[src/logic/pca_regs.svh]
// Register map, field positions, reset values and timing counts of the counter array
// Notes on behaviour
// A 16-bit counter, seen by software as a low byte and a high byte.
// Reading the low byte snapshots the high byte; the next high read returns it.
// Reading either byte never pauses or alters counting.
// Timebase select: clk/12, clk/4, timer0 overflow, input falls, clk, osc/8.
// The outside source keeps input falling edges no faster than clock/4.
// The oscillator/8 tick is synchronised to the system clock before use.
// Wrap from all ones to zero sets the counter overflow flag.
// Counter overflow requests an interrupt only while its enable is one.
// The overflow flag is never cleared by vectoring; software clears it.
// With idle suspend at zero the array keeps counting while the CPU idles.
// Intermediate overflow flag sets on carry out of bit 8..11, per cycle length.
// Five channel event flags, one per capture/compare module.
// Every event flag sets on its trigger whatever its enable says.
// Array request is the OR of each flag gated by its own enable.
// The CPU sees the request only with global and array enables both one.
// Five 16-bit capture/compare modules, each with its own I/O line.
// Module 4 may act as watchdog; on after reset, restricting register access.
// The counter adds one per selected tick and wraps modulo 65536.
// With idle suspend at one the counter holds while the CPU idles.
`ifndef PCA_REGS_SVH
`define PCA_REGS_SVH

// Byte addresses of the registers
`define ADDR_MODE 12'h000
`define ADDR_COUNT_LOW 12'h004
`define ADDR_COUNT_HIGH 12'h008
`define ADDR_STATUS 12'h00C
`define ADDR_ENABLE 12'h010
`define ADDR_IRQ_CTRL 12'h014

// Mode and status register fields
`define MODE_WIDTH 7
`define MODE_RESET 7'h40
`define STATUS_WIDTH 7
`define STATUS_OVF_BIT 0
`define STATUS_INTER_BIT 1

// Interrupt control fields
`define IRQ_GLOBAL_BIT 0
`define IRQ_ARRAY_BIT 1

// Prescaler for the divided system clock ticks, and the counter's all-ones value
`define DIV12_LAST 4'hB
`define DIV4_PHASE 2'h3
`define COUNT_ALL_ONES 16'hFFFF

`endif

[src/logic/pca_pkg.sv]
// Types shared by the counter array logic
package pca_pkg;

    typedef enum logic [2:0] {
        TB_DIV12 = 3'b000,
        TB_DIV4 = 3'b001,
        TB_TIMER0 = 3'b010,
        TB_EXT_FALL = 3'b011,
        TB_SYSCLK = 3'b100,
        TB_XOSC8 = 3'b101
    } timebase_t;

    typedef struct packed {
        logic wdt_enable;
        logic [1:0] cycle_len;
        logic idle_suspend;
        logic [2:0] timebase_select;
    } mode_t;

    typedef struct packed {
        logic [4:0] channel;
        logic intermediate;
        logic overflow;
    } event_t;

endpackage

[src/logic/pca_counter_array.sv]
// Counter, timebase, snapshot read, event flags and interrupt tree, on AXI4-Lite
`timescale 1ns/100ps
`include "pca_regs.svh"

module pca_counter_array #(
    parameter int CHANNELS = 5
) (
    input wire logic aclk,
    input wire logic aresetn,
    input wire logic [11:0] s_axi_awaddr,
    input wire logic s_axi_awvalid,
    output logic s_axi_awready,
    input wire logic [31:0] s_axi_wdata,
    input wire logic [3:0] s_axi_wstrb,
    input wire logic s_axi_wvalid,
    output logic s_axi_wready,
    output logic [1:0] s_axi_bresp,
    output logic s_axi_bvalid,
    input wire logic s_axi_bready,
    input wire logic [11:0] s_axi_araddr,
    input wire logic s_axi_arvalid,
    output logic s_axi_arready,
    output logic [31:0] s_axi_rdata,
    output logic [1:0] s_axi_rresp,
    output logic s_axi_rvalid,
    input wire logic s_axi_rready,
    input wire logic external_count_input,
    input wire logic xosc_div8_in,
    input wire logic timer0_overflow,
    input wire logic cpu_idle,
    input wire logic [CHANNELS-1:0] channel_event,
    output logic [15:0] count_value,
    output pca_pkg::mode_t mode_o,
    output logic irq_request,
    output logic cpu_irq
);
    import pca_pkg::*;

    localparam logic [1:0] RESP_OKAY = 2'b00;
    localparam logic [1:0] RESP_SLVERR = 2'b10;

    // True when the address names a mapped register
    function automatic logic is_mapped(input logic [11:0] a);
        return a == `ADDR_MODE || a == `ADDR_COUNT_LOW || a == `ADDR_COUNT_HIGH ||
               a == `ADDR_STATUS || a == `ADDR_ENABLE || a == `ADDR_IRQ_CTRL;
    endfunction

    // Carry out of bit 8..11 happens when the lower bits are all ones
    function automatic logic low_bits_full(input logic [15:0] c, input logic [1:0] len);
        logic [3:0] top;
        top = c[11:8];
        case (len)
            2'b00: low_bits_full = &c[7:0];
            2'b01: low_bits_full = &c[7:0] & top[0];
            2'b10: low_bits_full = &c[7:0] & (&top[1:0]);
            default: low_bits_full = &c[7:0] & (&top[2:0]);
        endcase
    endfunction

    mode_t mode_r;
    logic [15:0] count_r;
    logic [7:0] snapshot_r;
    event_t status_r;
    event_t enable_r;
    logic global_en_r;
    logic array_en_r;
    logic [3:0] presc_r;
    logic [2:0] eci_sync_r;
    logic [2:0] xosc_sync_r;
    logic bvalid_r;
    logic [1:0] bresp_r;
    logic rvalid_r;
    logic [1:0] rresp_r;
    logic [31:0] rdata_r;
    logic wr_take;
    logic rd_take;
    logic [31:0] wmask;
    logic [31:0] wval;
    logic tick;
    logic run;
    logic wr_low;
    logic wr_high;
    logic ovf_set;
    logic inter_set;
    event_t set_vec;
    event_t clr_vec;

    // Write channel: address and data taken together, one write in flight
    assign wr_take = s_axi_awvalid & s_axi_wvalid & ~bvalid_r;
    assign s_axi_awready = wr_take;
    assign s_axi_wready = wr_take;
    assign s_axi_bvalid = bvalid_r;
    assign s_axi_bresp = bresp_r;

    // Read channel: one read in flight, data from a register
    assign rd_take = s_axi_arvalid & ~rvalid_r;
    assign s_axi_arready = ~rvalid_r;
    assign s_axi_rvalid = rvalid_r;
    assign s_axi_rresp = rresp_r;
    assign s_axi_rdata = rdata_r;

    // Byte lanes turned into a bit mask
    always_comb begin
        for (int i = 0; i < 4; i++) begin
            wmask[i*8 +: 8] = {8{s_axi_wstrb[i]}};
        end
        wval = s_axi_wdata & wmask;
    end

    // Write response
    always_ff @(posedge aclk) begin
        if (!aresetn) begin
            bvalid_r <= 1'b0;
            bresp_r <= RESP_OKAY;
        end else if (wr_take) begin
            bvalid_r <= 1'b1;
            bresp_r <= is_mapped(s_axi_awaddr) ? RESP_OKAY : RESP_SLVERR;
        end else if (s_axi_bready) begin
            bvalid_r <= 1'b0;
        end
    end

    // Read data; a low byte read also latches the high byte
    always_ff @(posedge aclk) begin
        if (!aresetn) begin
            rvalid_r <= 1'b0;
            rresp_r <= RESP_OKAY;
            rdata_r <= 32'h0000_0000;
        end else if (rd_take) begin
            rvalid_r <= 1'b1;
            rresp_r <= is_mapped(s_axi_araddr) ? RESP_OKAY : RESP_SLVERR;
            case (s_axi_araddr)
                `ADDR_MODE: rdata_r <= {25'h000_0000, mode_r};
                `ADDR_COUNT_LOW: rdata_r <= {24'h00_0000, count_r[7:0]};
                `ADDR_COUNT_HIGH: rdata_r <= {24'h00_0000, snapshot_r};
                `ADDR_STATUS: rdata_r <= {25'h000_0000, status_r};
                `ADDR_ENABLE: rdata_r <= {25'h000_0000, enable_r};
                `ADDR_IRQ_CTRL: rdata_r <= {30'h0000_0000, array_en_r, global_en_r};
                default: rdata_r <= 32'h0000_0000;
            endcase
        end else if (s_axi_rready) begin
            rvalid_r <= 1'b0;
        end
    end

    // Snapshot of the high byte on a low byte read
    always_ff @(posedge aclk) begin
        if (!aresetn) begin
            snapshot_r <= 8'h00;
        end else if (rd_take && s_axi_araddr == `ADDR_COUNT_LOW) begin
            snapshot_r <= count_r[15:8];
        end
    end

    // Mode register; while the watchdog is on only its own bit is writable
    always_ff @(posedge aclk) begin
        if (!aresetn) begin
            mode_r <= `MODE_RESET;
        end else if (wr_take && s_axi_awaddr == `ADDR_MODE && s_axi_wstrb[0]) begin
            if (mode_r.wdt_enable) begin
                mode_r.wdt_enable <= s_axi_wdata[6];
            end else begin
                mode_r <= s_axi_wdata[6:0];
            end
        end
    end

    // Enables of the interrupt tree
    always_ff @(posedge aclk) begin
        if (!aresetn) begin
            enable_r <= '0;
            global_en_r <= 1'b0;
            array_en_r <= 1'b0;
        end else if (wr_take && s_axi_wstrb[0]) begin
            if (s_axi_awaddr == `ADDR_ENABLE) begin
                enable_r <= s_axi_wdata[6:0];
            end
            if (s_axi_awaddr == `ADDR_IRQ_CTRL) begin
                global_en_r <= s_axi_wdata[`IRQ_GLOBAL_BIT];
                array_en_r <= s_axi_wdata[`IRQ_ARRAY_BIT];
            end
        end
    end

    // Two-flop synchronisers plus one flop for edge detection
    always_ff @(posedge aclk) begin
        if (!aresetn) begin
            eci_sync_r <= 3'b111;
            xosc_sync_r <= 3'b000;
        end else begin
            eci_sync_r <= {eci_sync_r[1:0], external_count_input};
            xosc_sync_r <= {xosc_sync_r[1:0], xosc_div8_in};
        end
    end

    // Free-running prescaler, period twelve
    always_ff @(posedge aclk) begin
        if (!aresetn) begin
            presc_r <= 4'h0;
        end else if (presc_r == `DIV12_LAST) begin
            presc_r <= 4'h0;
        end else begin
            presc_r <= presc_r + 4'h1;
        end
    end

    // Timebase selector; reserved codes give no tick
    always_comb begin
        case (mode_r.timebase_select)
            TB_DIV12: tick = presc_r == `DIV12_LAST;
            TB_DIV4: tick = presc_r[1:0] == `DIV4_PHASE;
            TB_TIMER0: tick = timer0_overflow;
            TB_EXT_FALL: tick = eci_sync_r[2] & ~eci_sync_r[1];
            TB_SYSCLK: tick = 1'b1;
            TB_XOSC8: tick = ~xosc_sync_r[2] & xosc_sync_r[1];
            default: tick = 1'b0;
        endcase
    end

    // Counting runs unless idle suspend is set and the CPU idles
    assign run = ~(mode_r.idle_suspend & cpu_idle);

    assign wr_low = wr_take && s_axi_awaddr == `ADDR_COUNT_LOW && s_axi_wstrb[0] &&
                    !mode_r.wdt_enable;
    assign wr_high = wr_take && s_axi_awaddr == `ADDR_COUNT_HIGH && s_axi_wstrb[0] &&
                     !mode_r.wdt_enable;

    // The 16-bit counter; software byte writes win over the increment
    always_ff @(posedge aclk) begin
        if (!aresetn) begin
            count_r <= 16'h0000;
        end else begin
            if (run && tick) begin
                count_r <= count_r + 16'h0001;
            end
            if (wr_low) begin
                count_r[7:0] <= s_axi_wdata[7:0];
            end
            if (wr_high) begin
                count_r[15:8] <= s_axi_wdata[7:0];
            end
        end
    end

    assign count_value = count_r;
    assign mode_o = mode_r;

    // Hardware events of this cycle
    assign ovf_set = run && tick && count_r == `COUNT_ALL_ONES;
    assign inter_set = run && tick && low_bits_full(count_r, mode_r.cycle_len);
    assign set_vec = {channel_event, inter_set, ovf_set};
    assign clr_vec = (wr_take && s_axi_awaddr == `ADDR_STATUS) ? wval[6:0] : '0;

    // Sticky flags: a set in the clearing cycle survives
    generate
        for (genvar g = 0; g < `STATUS_WIDTH; g++) begin : g_flag
            always_ff @(posedge aclk) begin
                if (!aresetn) begin
                    status_r[g] <= 1'b0;
                end else begin
                    status_r[g] <= (status_r[g] & ~clr_vec[g]) | set_vec[g];
                end
            end
        end
    endgenerate

    // Interrupt tree
    assign irq_request = |(status_r & enable_r);
    assign cpu_irq = irq_request & global_en_r & array_en_r;

    // Checks
    chk_wrap_sets_flag: assert property (@(posedge aclk) disable iff (!aresetn)
        ovf_set |=> status_r.overflow)
        else $error("wrap did not set overflow flag");

    chk_snapshot_value: assert property (@(posedge aclk) disable iff (!aresetn)
        rd_take && s_axi_araddr == `ADDR_COUNT_LOW |=> snapshot_r == $past(count_r[15:8]))
        else $error("snapshot missed high byte");

    chk_read_no_stall: assert property (@(posedge aclk) disable iff (!aresetn)
        rd_take && run && tick && !wr_low && !wr_high |=> count_r == $past(count_r) + 16'h0001)
        else $error("counter did not advance during read");

    chk_div12_spacing: assert property (@(posedge aclk) disable iff (!aresetn)
        tick && mode_r.timebase_select == TB_DIV12 && $stable(mode_r)
        |=> !tick [*8])
        else $error("clock/12 tick too close");

    chk_idle_hold: assert property (@(posedge aclk) disable iff (!aresetn)
        mode_r.idle_suspend && cpu_idle && !wr_low && !wr_high |=> $stable(count_r))
        else $error("counter moved while suspended");

    chk_idle_runs: assert property (@(posedge aclk) disable iff (!aresetn)
        !mode_r.idle_suspend && cpu_idle && tick && !wr_low && !wr_high
        |=> count_r != $past(count_r))
        else $error("counter stopped in idle");

    chk_flag_sticky: assert property (@(posedge aclk) disable iff (!aresetn)
        status_r.overflow && !clr_vec.overflow |=> status_r.overflow)
        else $error("overflow flag lost without clear");

    chk_flag_unmasked: assert property (@(posedge aclk) disable iff (!aresetn)
        channel_event[0] && !enable_r.channel[0] |=> status_r.channel[0])
        else $error("channel flag not set while disabled");

    chk_inter_flag: assert property (@(posedge aclk) disable iff (!aresetn)
        inter_set |=> status_r.intermediate)
        else $error("intermediate flag not set");

    chk_irq_gate: assert property (@(posedge aclk) disable iff (!aresetn)
        status_r.overflow && !enable_r.overflow && (status_r[6:1] & enable_r[6:1]) == '0
        |-> !irq_request)
        else $error("masked flag raised request");

    chk_cpu_gate: assert property (@(posedge aclk) disable iff (!aresetn)
        cpu_irq |-> global_en_r && array_en_r && irq_request)
        else $error("cpu request without enables");

    chk_wdt_reset: assert property (@(posedge aclk)
        !aresetn |=> mode_r.wdt_enable)
        else $error("watchdog not on after reset");

    chk_xosc_sync: assert property (@(posedge aclk) disable iff (!aresetn)
        mode_r.timebase_select == TB_XOSC8 && tick
        |-> $past(xosc_div8_in, 2) && !$past(xosc_div8_in, 3))
        else $error("oscillator tick not synchronised");

    // Timebase, wrap, clear, request and lockout checks
    chk_ext_fall_sync: assert property (@(posedge aclk) disable iff (!aresetn)
        mode_r.timebase_select == TB_EXT_FALL && tick
        |-> $past(external_count_input, 3) && !$past(external_count_input, 2))
        else $error("input fall tick not from synchronised pin");

    chk_div4_spacing: assert property (@(posedge aclk) disable iff (!aresetn)
        tick && mode_r.timebase_select == TB_DIV4 && $stable(mode_r)
        |=> !tick [*3])
        else $error("clock/4 tick too close");

    chk_sysclk_step: assert property (@(posedge aclk) disable iff (!aresetn)
        mode_r.timebase_select == TB_SYSCLK && run && !wr_low && !wr_high
        |=> count_r == $past(count_r) + 16'h0001)
        else $error("system clock timebase missed a count");

    chk_reserved_idle: assert property (@(posedge aclk) disable iff (!aresetn)
        mode_r.timebase_select[2:1] == 2'b11 |-> !tick)
        else $error("reserved timebase produced a tick");

    chk_flag_on_wrap: assert property (@(posedge aclk) disable iff (!aresetn)
        $rose(status_r.overflow) |-> $past(count_r) == `COUNT_ALL_ONES)
        else $error("overflow flag without wrap");

    chk_status_clear: assert property (@(posedge aclk) disable iff (!aresetn)
        clr_vec.overflow && !set_vec.overflow |=> !status_r.overflow)
        else $error("overflow flag survived its clear");

    chk_ovf_request: assert property (@(posedge aclk) disable iff (!aresetn)
        status_r.overflow && enable_r.overflow |-> irq_request)
        else $error("enabled overflow flag gave no request");

    chk_count_lock: assert property (@(posedge aclk) disable iff (!aresetn)
        wr_take && mode_r.wdt_enable && !(run && tick) &&
        (s_axi_awaddr == `ADDR_COUNT_LOW || s_axi_awaddr == `ADDR_COUNT_HIGH)
        |=> $stable(count_r))
        else $error("count written while watchdog on");

    // Scenarios worth seeing
    cov_wrap: cover property (@(posedge aclk) disable iff (!aresetn) ovf_set);
    cov_idle_hold: cover property (@(posedge aclk) disable iff (!aresetn)
        mode_r.idle_suspend && cpu_idle);
    cov_snapshot_pair: cover property (@(posedge aclk) disable iff (!aresetn)
        rd_take && s_axi_araddr == `ADDR_COUNT_LOW ##[1:20]
        rd_take && s_axi_araddr == `ADDR_COUNT_HIGH);
    cov_set_clear: cover property (@(posedge aclk) disable iff (!aresetn)
        ovf_set && clr_vec.overflow);
    cov_cpu_irq: cover property (@(posedge aclk) disable iff (!aresetn) cpu_irq);

endmodule // pca_counter_array

[config.mk]
export PLATFORM = sky130hd
export DESIGN_NAME = pca_counter_array
export DESIGN_NICKNAME = d
export VERILOG_FILES = /design/src/logic/pca_pkg.sv /design/src/logic/pca_counter_array.sv
export VERILOG_INCLUDE_DIRS = /design/src /design/src/logic
export SDC_FILE = /design/constraint.sdc
export NUM_CORES = 1
export LEC_CHECK = 0
export BUFFER_PORTS_ARGS = -buffer_cell sky130_fd_sc_hd__clkbuf_2
export CAP_MARGIN = 0
export CORE_MARGIN = 2
export CORE_UTILIZATION = 49
export DETAILED_ROUTE_END_ITERATION = 8
export PLACE_DENSITY = 0.77
export SYNTH_ARGS = -nofsm -noshare
export SYNTH_HDL_FRONTEND = slang
export SYNTH_SLANG_ARGS = --single-unit
[constraint.sdc]
create_clock -name aclk -period 2.48 [get_ports aclk]
set_input_delay 0.496 -clock aclk [delete_from_list [all_inputs] [get_ports aclk]]
set_output_delay 0.496 -clock aclk [all_outputs]
set_load 0.01 [all_outputs]
==> results.rst, run 1 <==
.. list-table::
   :header-rows: 1

   * - Metric
     - Value
   * - Result of the run
     - complete, no violations
   * - Post-synthesis sequential element count
     - 69
   * - Clock tree from TritonCTS
     - yes
   * - Largest family of logic cells by synthesized area
     - simple AND/OR/NAND/NOR gates
   * - Hold Crit Class
     - primary input to flip-flop
   * - Crit path launch type
     - flip-flop
   * - Setup repair after global routing missed its margin
     - no
   * - Main area contributors after synthesis
     - sky130_fd_sc_hd__dfxtp_1 38%, sky130_fd_sc_hd__mux2i_1 9.6%, sky130_fd_sc_hd__buf_4 5.5%, sky130_fd_sc_hd__nor2b_1 5.5%, sky130_fd_sc_hd__nand2_1 4.0%
   * - Top-count cell post-synth
     - sky130_fd_sc_hd__dfxtp_1
   * - Post-detailed-placement half-perimeter wirelength
     - 6840 um
   * - Number of hold-repair buffers added at the cts stage
     - 0
   * - Initial Utilization
     - 50.5%
   * - Headroom to the max-slew limit
     - 66.0%
   * - Measured slew at the worst slew-check pin
     - 0.509 ns
   * - Post-synthesis instance area
     - 3660 um^2
   * - Maximum clock rate
     - 0.493 GHz
   * - Post CTS Setup Buffer Count
     - 0
   * - H-tree level count
     - 3
   * - Final core area utilization
     - 59.1%
   * - Antenna Violating Nets Remaining
     - 0
   * - Share of post-route cells with drive strength above 1
     - 24.2%
   * - Yosys warning count
     - 0
   * - Wire length of the first global-routing pass
     - 15,100 um
   * - CTS-repair resized insts
     - 0
   * - Average wire per cell in the routed design
     - 14.8 um
   * - Overall power after layout
     - 2310 uW
   * - Summed area of non-filler cells in the final layout
     - 4290 um^2
   * - First-iteration detailed-routing DRC count
     - 223
   * - Synth cell types
     - 54
   * - DRC
     - 0
   * - Time the final worst path needs with I/O delays and setup
     - 2.03 ns
   * - Buffer cell driving the clock tree root
     - sky130_fd_sc_hd__clkbuf_8
   * - Site Rows
     - 31
   * - Number of antenna violations at the first check in global routing
     - 0
   * - XOR/XNOR Fraction of Synth Area
     - 3.83%
   * - Average cell area after synthesis
     - 8.78 um^2
   * - Number of inserted filler cells in the final layout
     - 671
   * - Async S/R FF share, synth
     - 0%
   * - Top_reg_cell synth
     - sky130_fd_sc_hd__dfxtp_1
   * - Fraction of the mapped netlist area in adder cells
     - 1.71%
   * - Number of maximum-capacitance constraint violations
     - 0
   * - Sum of negative setup slack
     - 0 ns
   * - Worst R2R End
     - count_value[8]
   * - Count of mapped cells out of synthesis
     - 417
   * - Number of buffers added on ports
     - 88
   * - Later-pin clock latency in the skew report
     - 0.35 ns
   * - Fraction of synthesized area in multiplexers
     - 11.1%
   * - Clock sinks
     - 69
   * - Via Count
     - 3,186
   * - Synth Area in Simple Gates
     - 22.8%
   * - Longest Clk Path Bufs
     - 2
   * - Length of the first detailed-routing pass in iterations
     - 4
   * - Inserted Diodes
     - 0
   * - Die Outline Area
     - 8180 um^2
   * - Final number of hold-violating endpoints
     - 0
   * - Area of placed instances
     - 4080 um^2
   * - Setup ws final
     - 0.451 ns
   * - Overall routing resource usage
     - 23.0%
   * - Number of enable flip-flop cells after synthesis
     - 0
   * - Width of the die
     - 90.4 um
   * - Clock buffer count from CTS
     - 9
   * - FF-to-FF setup slack
     - 0.45 ns
   * - Minimum setup slack after placement
     - 0.198 ns
   * - Net count reported at finish
     - 584
   * - Endpoint of the worst hold path
     - eci_sync_r[0]
   * - Largest fanout of any net on the critical path
     - 7
   * - Reg2reg start
     - s_axi_bvalid
   * - Portion of synthesized cell area occupied by the leading cell type
     - 37.7%
   * - Post-route fraction of the period consumed by the critical path
     - 81.8%
   * - Endpoint kind of the worst setup timing path
     - flip-flop
   * - Die Y-Extent
     - 90.4 um
   * - Cell type contributing the most total cell area after synthesis
     - sky130_fd_sc_hd__dfxtp_1
   * - Total routed wirelength
     - 9010 um
   * - Post-synthesis sequential area ratio
     - 37.7%
   * - Register-to-Register Path Depth
     - 6
   * - Remaining global-route overflow
     - 0
   * - GPL Wtd Cong
     - 0.896
   * - Post-DR vias/cell
     - 5.25
   * - Arr. time, crit path
     - 2.25 ns
   * - Core box area
     - 7250 um^2
   * - Setup CP Type
     - flip-flop to flip-flop
   * - Commonest cells in the netlist
     - 69 x sky130_fd_sc_hd__dfxtp_1, 39 x sky130_fd_sc_hd__nand2_1, 35 x sky130_fd_sc_hd__mux2i_1
   * - Endpoints failing setup
     - 0
   * - Hold Crit Depth
     - 2
   * - Worst path required time
     - 2.70 ns
   * - Hold Crit Start
     - external_count_input
   * - Max VDD drop
     - 0.446 mV
   * - Final Skew
     - 0.00982 ns
   * - Largest net degree at the start of global routing
     - 24
   * - Total power density per cell area
     - 537 nW/um^2
   * - Worst-path clk slew
     - 0.07 ns
   * - Number of top-level pins
     - 142
   * - Slew Viols, Final
     - 0
   * - Complex-gate fraction of the synthesized area
     - 13.7%
   * - Leak Pwr
     - 0.00180 uW
   * - Number of global-route vias before repair
     - 3,126
   * - Area delta synth->final
     - 17.2%
how the worst max path moves through the flow:
stage                          from         endpoint  slack, ns  cells past startpoint
finish                 s_axi_bvalid   count_value[8]       0.45                      6
global route           s_axi_bvalid  count_value[13]       0.19                      6
CTS                    s_axi_bvalid   count_value[8]       0.48                      6
detailed placement  s_axi_araddr[7]    snapshot_r[0]       0.20                      7
global placement    s_axi_awaddr[1]   count_value[8]       0.26                      7
floorplan           s_axi_araddr[7]    snapshot_r[0]       0.43                      7
routing by layer:
layer	part of all wire, %	routed length (um)	global-route usage [%]	up-vias
met2	47	4250	37.7	125
li1	-	-	-	1584
met5	0	0	0	-
met4	2.5	223	11.2	0
met1	43	3870	28.2	1459
met3	7.4	666	5.93	18
through the flow:
stage,instances,hold WS [ns]
after floorplan,442,0.386
after global placement,591,0.392
after detailed placement,591,0.395
after CTS,607,0.317
after global routing,607,0.325
final,607,0.332
state kept, by name, indices dropped and copies added (netlist names):
register      flops
xosc_sync_r       3
array_en_r        1
enable_r          7
s_axi_rdata       8
presc_r           4
s_axi_bvalid      1
count_value      16
global_en_r       1
s_axi_bresp       1
s_axi_rvalid      1
eci_sync_r        3
s_axi_rresp       1
status_r          7
snapshot_r        8
mode_o            7
layout make-up:
type	instances	area [um^2]	area share, %
clock inverter	4	72.6	1.69
multi-input combinational	317	2040	47.6
sequential	69	1380	32.2
inverter	11	41.3	0.963
clock buffer	12	135	3.15
timing repair buffer	95	493	11.5
tap	99	124	2.89
layout by cell type, fill, tap and decap left out, types with 2 or more instances in the layout:
cell,synthesis,layout
sky130_fd_sc_hd__clkbuf_2,0,88
sky130_fd_sc_hd__dfxtp_1,69,69
sky130_fd_sc_hd__nand2_1,39,39
sky130_fd_sc_hd__mux2i_1,35,35
sky130_fd_sc_hd__nor2b_1,32,32
sky130_fd_sc_hd__conb_1,1,26
sky130_fd_sc_hd__o21ai_0,24,24
sky130_fd_sc_hd__nor2_1,17,17
sky130_fd_sc_hd__a21oi_1,15,15
sky130_fd_sc_hd__xnor2_1,12,12
sky130_fd_sc_hd__inv_1,11,11
sky130_fd_sc_hd__nand3_1,10,10
sky130_fd_sc_hd__nand2b_1,9,9
sky130_fd_sc_hd__clkbuf_8,0,9
sky130_fd_sc_hd__a31oi_1,8,8
sky130_fd_sc_hd__o22ai_1,7,7
sky130_fd_sc_hd__buf_4,27,7
sky130_fd_sc_hd__nand4_1,6,6
sky130_fd_sc_hd__and2_1,6,6
sky130_fd_sc_hd__o21ai_1,6,6
sky130_fd_sc_hd__a22oi_1,5,5
sky130_fd_sc_hd__nor4_1,5,5
sky130_fd_sc_hd__nor3_1,5,5
sky130_fd_sc_hd__nand3b_1,5,5
sky130_fd_sc_hd__ha_1,5,5
sky130_fd_sc_hd__xor2_1,4,4
sky130_fd_sc_hd__o211ai_1,3,3
sky130_fd_sc_hd__mux2_2,3,3
sky130_fd_sc_hd__clkbuf_1,14,3
sky130_fd_sc_hd__and3_1,2,2
sky130_fd_sc_hd__or4_1,2,2
sky130_fd_sc_hd__o21a_1,2,2
sky130_fd_sc_hd__o211a_1,2,2
sky130_fd_sc_hd__nor3_2,2,2
sky130_fd_sc_hd__a21boi_1,2,2
sky130_fd_sc_hd__bufinv_16,0,2
critical path, cell delays in order (launching register included):
cell and delay (ns):
sky130_fd_sc_hd__dfxtp_1 0.32, sky130_fd_sc_hd__and3b_1 0.29, sky130_fd_sc_hd__nand4_1 0.26, sky130_fd_sc_hd__nor4_1 0.33, sky130_fd_sc_hd__nand3b_1 0.26, sky130_fd_sc_hd__nand2_1 0.30, sky130_fd_sc_hd__o22ai_1 0.14
power by group:
part | total [uW] | switching, uW | internal (uW) | leakage [uW]
Sequential | 1140 | 12.1 | 1130 | 0.000560
Clock | 977 | 411 | 566 | 0.000101
Combinational | 190 | 114 | 76.0 | 0.00114
Total | 2310 | 537 | 1770 | 0.00180
cell families (layout without fill, tap and decap cells):
kind of cell	Yosys count	count (layout)
multiplexers	39	39
adder cells (fa/ha/maj)	5	5
other	1	26
AND/OR/NAND/NOR	150	150
buffers and inverters	56	122
flip-flops	69	69
AO/OA/AOI/OAI	81	81
XOR/XNOR	16	16
Power figures use the tool's default switching activity.
==> inputs of run 2 (changes only) <==
- ABC_AREA: default -> 1
- CORE_UTILIZATION: 49 -> 51
- PLACE_DENSITY: 0.77 -> 0.78
- clock period: 2.48 -> 2 ns (I/O delays scaled with it)
==> results.rst, run 2 <==
.. list-table::
   :header-rows: 1

   * - Metric
     - Value
   * - Number of global-route vias before repair
     - 3,879 (was 3,126)
   * - Main area contributors after synthesis
     - sky130_fd_sc_hd__dfxtp_1 33%, sky130_fd_sc_hd__nand2_1 10%, sky130_fd_sc_hd__nand3_1 9.6%, sky130_fd_sc_hd__inv_1 8.3%, sky130_fd_sc_hd__buf_4 5.0% (was sky130_fd_sc_hd__dfxtp_1 38%, sky130_fd_sc_hd__mux2i_1 9.6%, sky130_fd_sc_hd__buf_4 5.5%, sky130_fd_sc_hd__nor2b_1 5.5%, sky130_fd_sc_hd__nand2_1 4.0%)
   * - Max reg flops
     - 16 (unchanged)
   * - First-iteration detailed-routing DRC count
     - 354 (was 223)
   * - Antenna Violating Nets Remaining
     - 0 (unchanged)
   * - Core box area
     - 8130 um^2 (was 7250 um^2)
   * - Post-detailed-placement half-perimeter wirelength
     - 8780 um (was 6840 um)
   * - Final number of hold-violating endpoints
     - 0 (unchanged)
   * - Hold Crit Start
     - external_count_input (unchanged)
   * - Setup repair after global routing missed its margin
     - no (unchanged)
   * - Endpoint kind of the worst setup timing path
     - primary output (was flip-flop)
   * - Maximum clock rate
     - 0.538 GHz
   * - Site Rows
     - 33 (was 31)
   * - Slew Viols, Final
     - 0 (unchanged)
   * - Total routed wirelength
     - 11,400 um (was 9010 um)
   * - Clock tree from TritonCTS
     - yes (unchanged)
   * - FF-to-FF setup slack
     - 0.27 ns (was 0.45 ns)
   * - Number of inserted filler cells in the final layout
     - 786 (was 671)
   * - Buffer cell driving the clock tree root
     - sky130_fd_sc_hd__clkbuf_8 (unchanged)
   * - Commonest cells in the netlist
     - 118 x sky130_fd_sc_hd__nand2_1, 94 x sky130_fd_sc_hd__inv_1, 81 x sky130_fd_sc_hd__nand3_1 (was 69 x sky130_fd_sc_hd__dfxtp_1, 39 x sky130_fd_sc_hd__nand2_1, 35 x sky130_fd_sc_hd__mux2i_1)
   * - Result of the run
     - complete, no violations (unchanged)
   * - Number of buffers added on ports
     - 88 (unchanged)
   * - Die Outline Area
     - 9060 um^2 (was 8180 um^2)
   * - Post-synthesis sequential area ratio
     - 32.6% (was 37.7%)
   * - Crit path launch type
     - flip-flop (unchanged)
   * - Total power density per cell area
     - 590 nW/um^2 (was 537 nW/um^2)
   * - Summed area of non-filler cells in the final layout
     - 4940 um^2 (was 4290 um^2)
   * - WP buf/inv
     - 1 (was 0)
   * - Number of antenna violations at the first check in global routing
     - 0 (unchanged)
   * - GPL Wtd Cong
     - 0.976 (was 0.896)
   * - Cell-by-cell trace of the critical path
     - nand2_1 -> nand3_1 -> nor4_4 -> nor3_2 -> clkbuf_2 (was and3b_1 -> nand4_1 -> nor4_1 -> nand3b_1 -> nand2_1 -> o22ai_1)
   * - Net count reported at finish
     - 804 (was 584)
   * - Area delta synth->final
     - 16.5% (was 17.2%)
   * - Top-count cell post-synth
     - sky130_fd_sc_hd__nand2_1 (was sky130_fd_sc_hd__dfxtp_1)
   * - Worst path required time
     - 1.60 ns (was 2.70 ns)
   * - Slowest CP cell
     - sky130_fd_sc_hd__dfxtp_1 (was sky130_fd_sc_hd__nor4_1)
   * - Sum of negative setup slack
     - 0 ns (unchanged)
   * - Share of post-route cells with drive strength above 1
     - 22.9% (was 24.2%)
   * - Number of hold-repair buffers added at the cts stage
     - 0 (unchanged)
   * - Via Count
     - 4,310 (was 3,186)
   * - Count of mapped cells out of synthesis
     - 627 (was 417)
   * - Final Skew
     - 0.00769 ns (was 0.00982 ns)
   * - Leading cell types in the layout, fill and taps excluded
     - 118 x sky130_fd_sc_hd__nand2_1, 94 x sky130_fd_sc_hd__inv_1, 88 x sky130_fd_sc_hd__clkbuf_2, 81 x sky130_fd_sc_hd__nand3_1, 69 x sky130_fd_sc_hd__dfxtp_1 (was 88 x sky130_fd_sc_hd__clkbuf_2, 69 x sky130_fd_sc_hd__dfxtp_1, 39 x sky130_fd_sc_hd__nand2_1, 35 x sky130_fd_sc_hd__mux2i_1, 32 x sky130_fd_sc_hd__nor2b_1)
   * - Arr. time, crit path
     - 1.46 ns (was 2.25 ns)
   * - H-tree level count
     - 3 (unchanged)
   * - Seq. cell area
     - 1380 um^2 (unchanged)
   * - Post-synthesis sequential element count
     - 69 (unchanged)
   * - Post-DR vias/cell
     - 5.17 (was 5.25)
   * - Non-filler cells in the finished layout
     - 833 (was 607)
   * - Leak Pwr
     - 0.00243 uW (was 0.00180 uW)
   * - Remaining global-route overflow
     - 0 (unchanged)
   * - Delay-heaviest family, CP
     - simple AND/OR/NAND/NOR gates (unchanged)
   * - Synth cell types
     - 38 (was 54)
   * - Clock buffer count from CTS
     - 9 (unchanged)
   * - Portion of synthesized cell area occupied by the leading cell type
     - 32.6% (was 37.7%)
   * - Clock sinks
     - 69 (unchanged)
   * - Number of maximum-capacitance constraint violations
     - 0 (unchanged)
   * - Inserted Diodes
     - 0 (unchanged)
   * - Placed cells
     - 817 (was 591)
   * - Length of the first detailed-routing pass in iterations
     - 7 (was 4)
   * - Die Y-Extent
     - 95.2 um (was 90.4 um)
   * - Post-synthesis instance area
     - 4240 um^2 (was 3660 um^2)
   * - Wire length of the first global-routing pass
     - 18,200 um (was 15,100 um)
   * - Cell type contributing the most total cell area after synthesis
     - sky130_fd_sc_hd__dfxtp_1 (unchanged)
   * - Max VDD drop
     - 0.327 mV (was 0.446 mV)
   * - Overall routing resource usage
     - 26.1% (was 23.0%)
   * - Width of the die
     - 95.2 um (was 90.4 um)
   * - Area of placed instances
     - 4700 um^2 (was 4080 um^2)
   * - Initial Utilization
     - 52.1% (was 50.5%)
   * - Hold Crit Class
     - primary input to flip-flop (unchanged)
   * - DRC
     - 0 (unchanged)
   * - Time the final worst path needs with I/O delays and setup
     - 1.86 ns
   * - Minimum setup slack after placement
     - 0.270 ns (was 0.198 ns)
   * - Largest fanout of any net on the critical path
     - 3 (was 7)
   * - Hold Crit Depth
     - 2 (unchanged)
   * - Register-to-Register Path Depth
     - 7 (was 6)
   * - Slowest Stage Delay on Critical Path
     - 0.36 ns (was 0.33 ns)
   * - Yosys warning count
     - 0 (unchanged)
   * - Average wire per cell in the routed design
     - 13.6 um (was 14.8 um)
   * - Endpoint of the worst hold path
     - eci_sync_r[0] (unchanged)
   * - Reg2reg start
     - presc_r[0] (was s_axi_bvalid)
   * - Endpoints failing setup
     - 0 (unchanged)
   * - Async S/R FF share, synth
     - 0% (unchanged)
   * - Top_reg_cell synth
     - sky130_fd_sc_hd__dfxtp_1 (unchanged)
   * - Average cell area after synthesis
     - 6.76 um^2 (was 8.78 um^2)
   * - Number of top-level pins
     - 142 (unchanged)
   * - Number of enable flip-flop cells after synthesis
     - 0 (unchanged)
   * - Leading cell type in the layout, fill and taps excluded
     - sky130_fd_sc_hd__nand2_1 (was sky130_fd_sc_hd__clkbuf_2)
   * - Area of the multi-input gates
     - 2280 um^2 (was 2040 um^2)
   * - Setup ws final
     - 0.140 ns (was 0.451 ns)
   * - Largest net degree at the start of global routing
     - 20 (was 24)
   * - Later-pin clock latency in the skew report
     - 0.35 ns (about the same)
   * - Longest Clk Path Bufs
     - 2 (unchanged)
   * - Worst R2R End
     - status_r[0] (was count_value[8])
   * - Post-route fraction of the period consumed by the critical path
     - 93.0%
   * - Setup CP Type
     - flip-flop to primary output (was flip-flop to flip-flop)
   * - Worst-path clk slew
     - 0.07 ns (about the same)
[run 2: kinds of logic (layout without fill, tap and decap cells)]
kind of cell | count (synthesis) | count (layout) | synth area share [%]
simple gates | 304 | 304 | 35.2
buf+inv | 143 | 219 | 16.2
compound gates | 95 | 95 | 12.4
flops | 69 | 69 | 32.6
xor+xnor | 10 | 10 | 2.07
fa+ha+maj | 5 | 5 | 1.48
other cells | 1 | 26 | 0.0885
[run 2: what timing repair did]
action | 4_1_cts | 5_1_grt
endpoints found under the setup margin | 1 | 1
setup buffers | 0 | 0
gates resized for setup | 1 | 2
[run 2: cell type report]
type                            instances  area share, %
Clock buffer                           10           2.58
Clock inverter                          6           1.75
Multi-Input combinational cell        440           46.3
Inverter                              101           7.73
Sequential cell                        69           28.0
Timing Repair Buffer                  102           11.0
Tap cell                              105           2.66
[run 2: worst register-to-register path, cell delays in order, from the launching register on]
cell and delay (ns):
sky130_fd_sc_hd__dfxtp_1 0.35, sky130_fd_sc_hd__ha_1 0.21, sky130_fd_sc_hd__nand3_1 0.11, sky130_fd_sc_hd__nand3_1 0.15, sky130_fd_sc_hd__nand3_2 0.11, sky130_fd_sc_hd__nor2_4 0.36
sky130_fd_sc_hd__nand3_1 0.17, sky130_fd_sc_hd__a21oi_1 0.19
[run 2: layer usage]
metal	global-route usage [%]	vias up	routed length [um]
li1	-	2145	-
met1	33.7	1950	5030
met2	42.9	188	5150
met3	5.45	27	865
met4	9.78	0	310
met5	0	-	0
[run 2: worst max-delay path by stage]
stage                      from         endpoint  slack (ns)  depth (start not counted)
3_3_place_gp   s_axi_awaddr[11]      status_r[5]        0.32                          7
4_1_cts             status_r[6]          cpu_irq        0.09                          5
5_1_grt             status_r[6]          cpu_irq        0.08                          5
3_5_place_dp    s_axi_awaddr[5]      status_r[4]        0.27                          7
2_1_floorplan    count_value[0]  count_value[12]        0.54                         10
6_report            status_r[6]          cpu_irq        0.14                          5
[run 2: through the flow]
| step | power (uW) | utilization [%] | hold slack [ns] |
|---|---|---|---|
| floorplan | 1620 | - | 0.390 |
| finish | 2910 | 60.7 | 0.237 |
| detailed placement | 1700 | 57.8 | 0.408 |
| CTS | 2940 | 60.5 | 0.229 |
| global placement | 1690 | 57.8 | 0.397 |
| global route | 3030 | 60.7 | 0.227 |
[run 2: power breakdown]
part	leakage (uW)	switching (uW)	internal (uW)
Sequential	0.000560	16.3	1400
Clock	0.000107	546	702
Combinational	0.00176	163	88.1
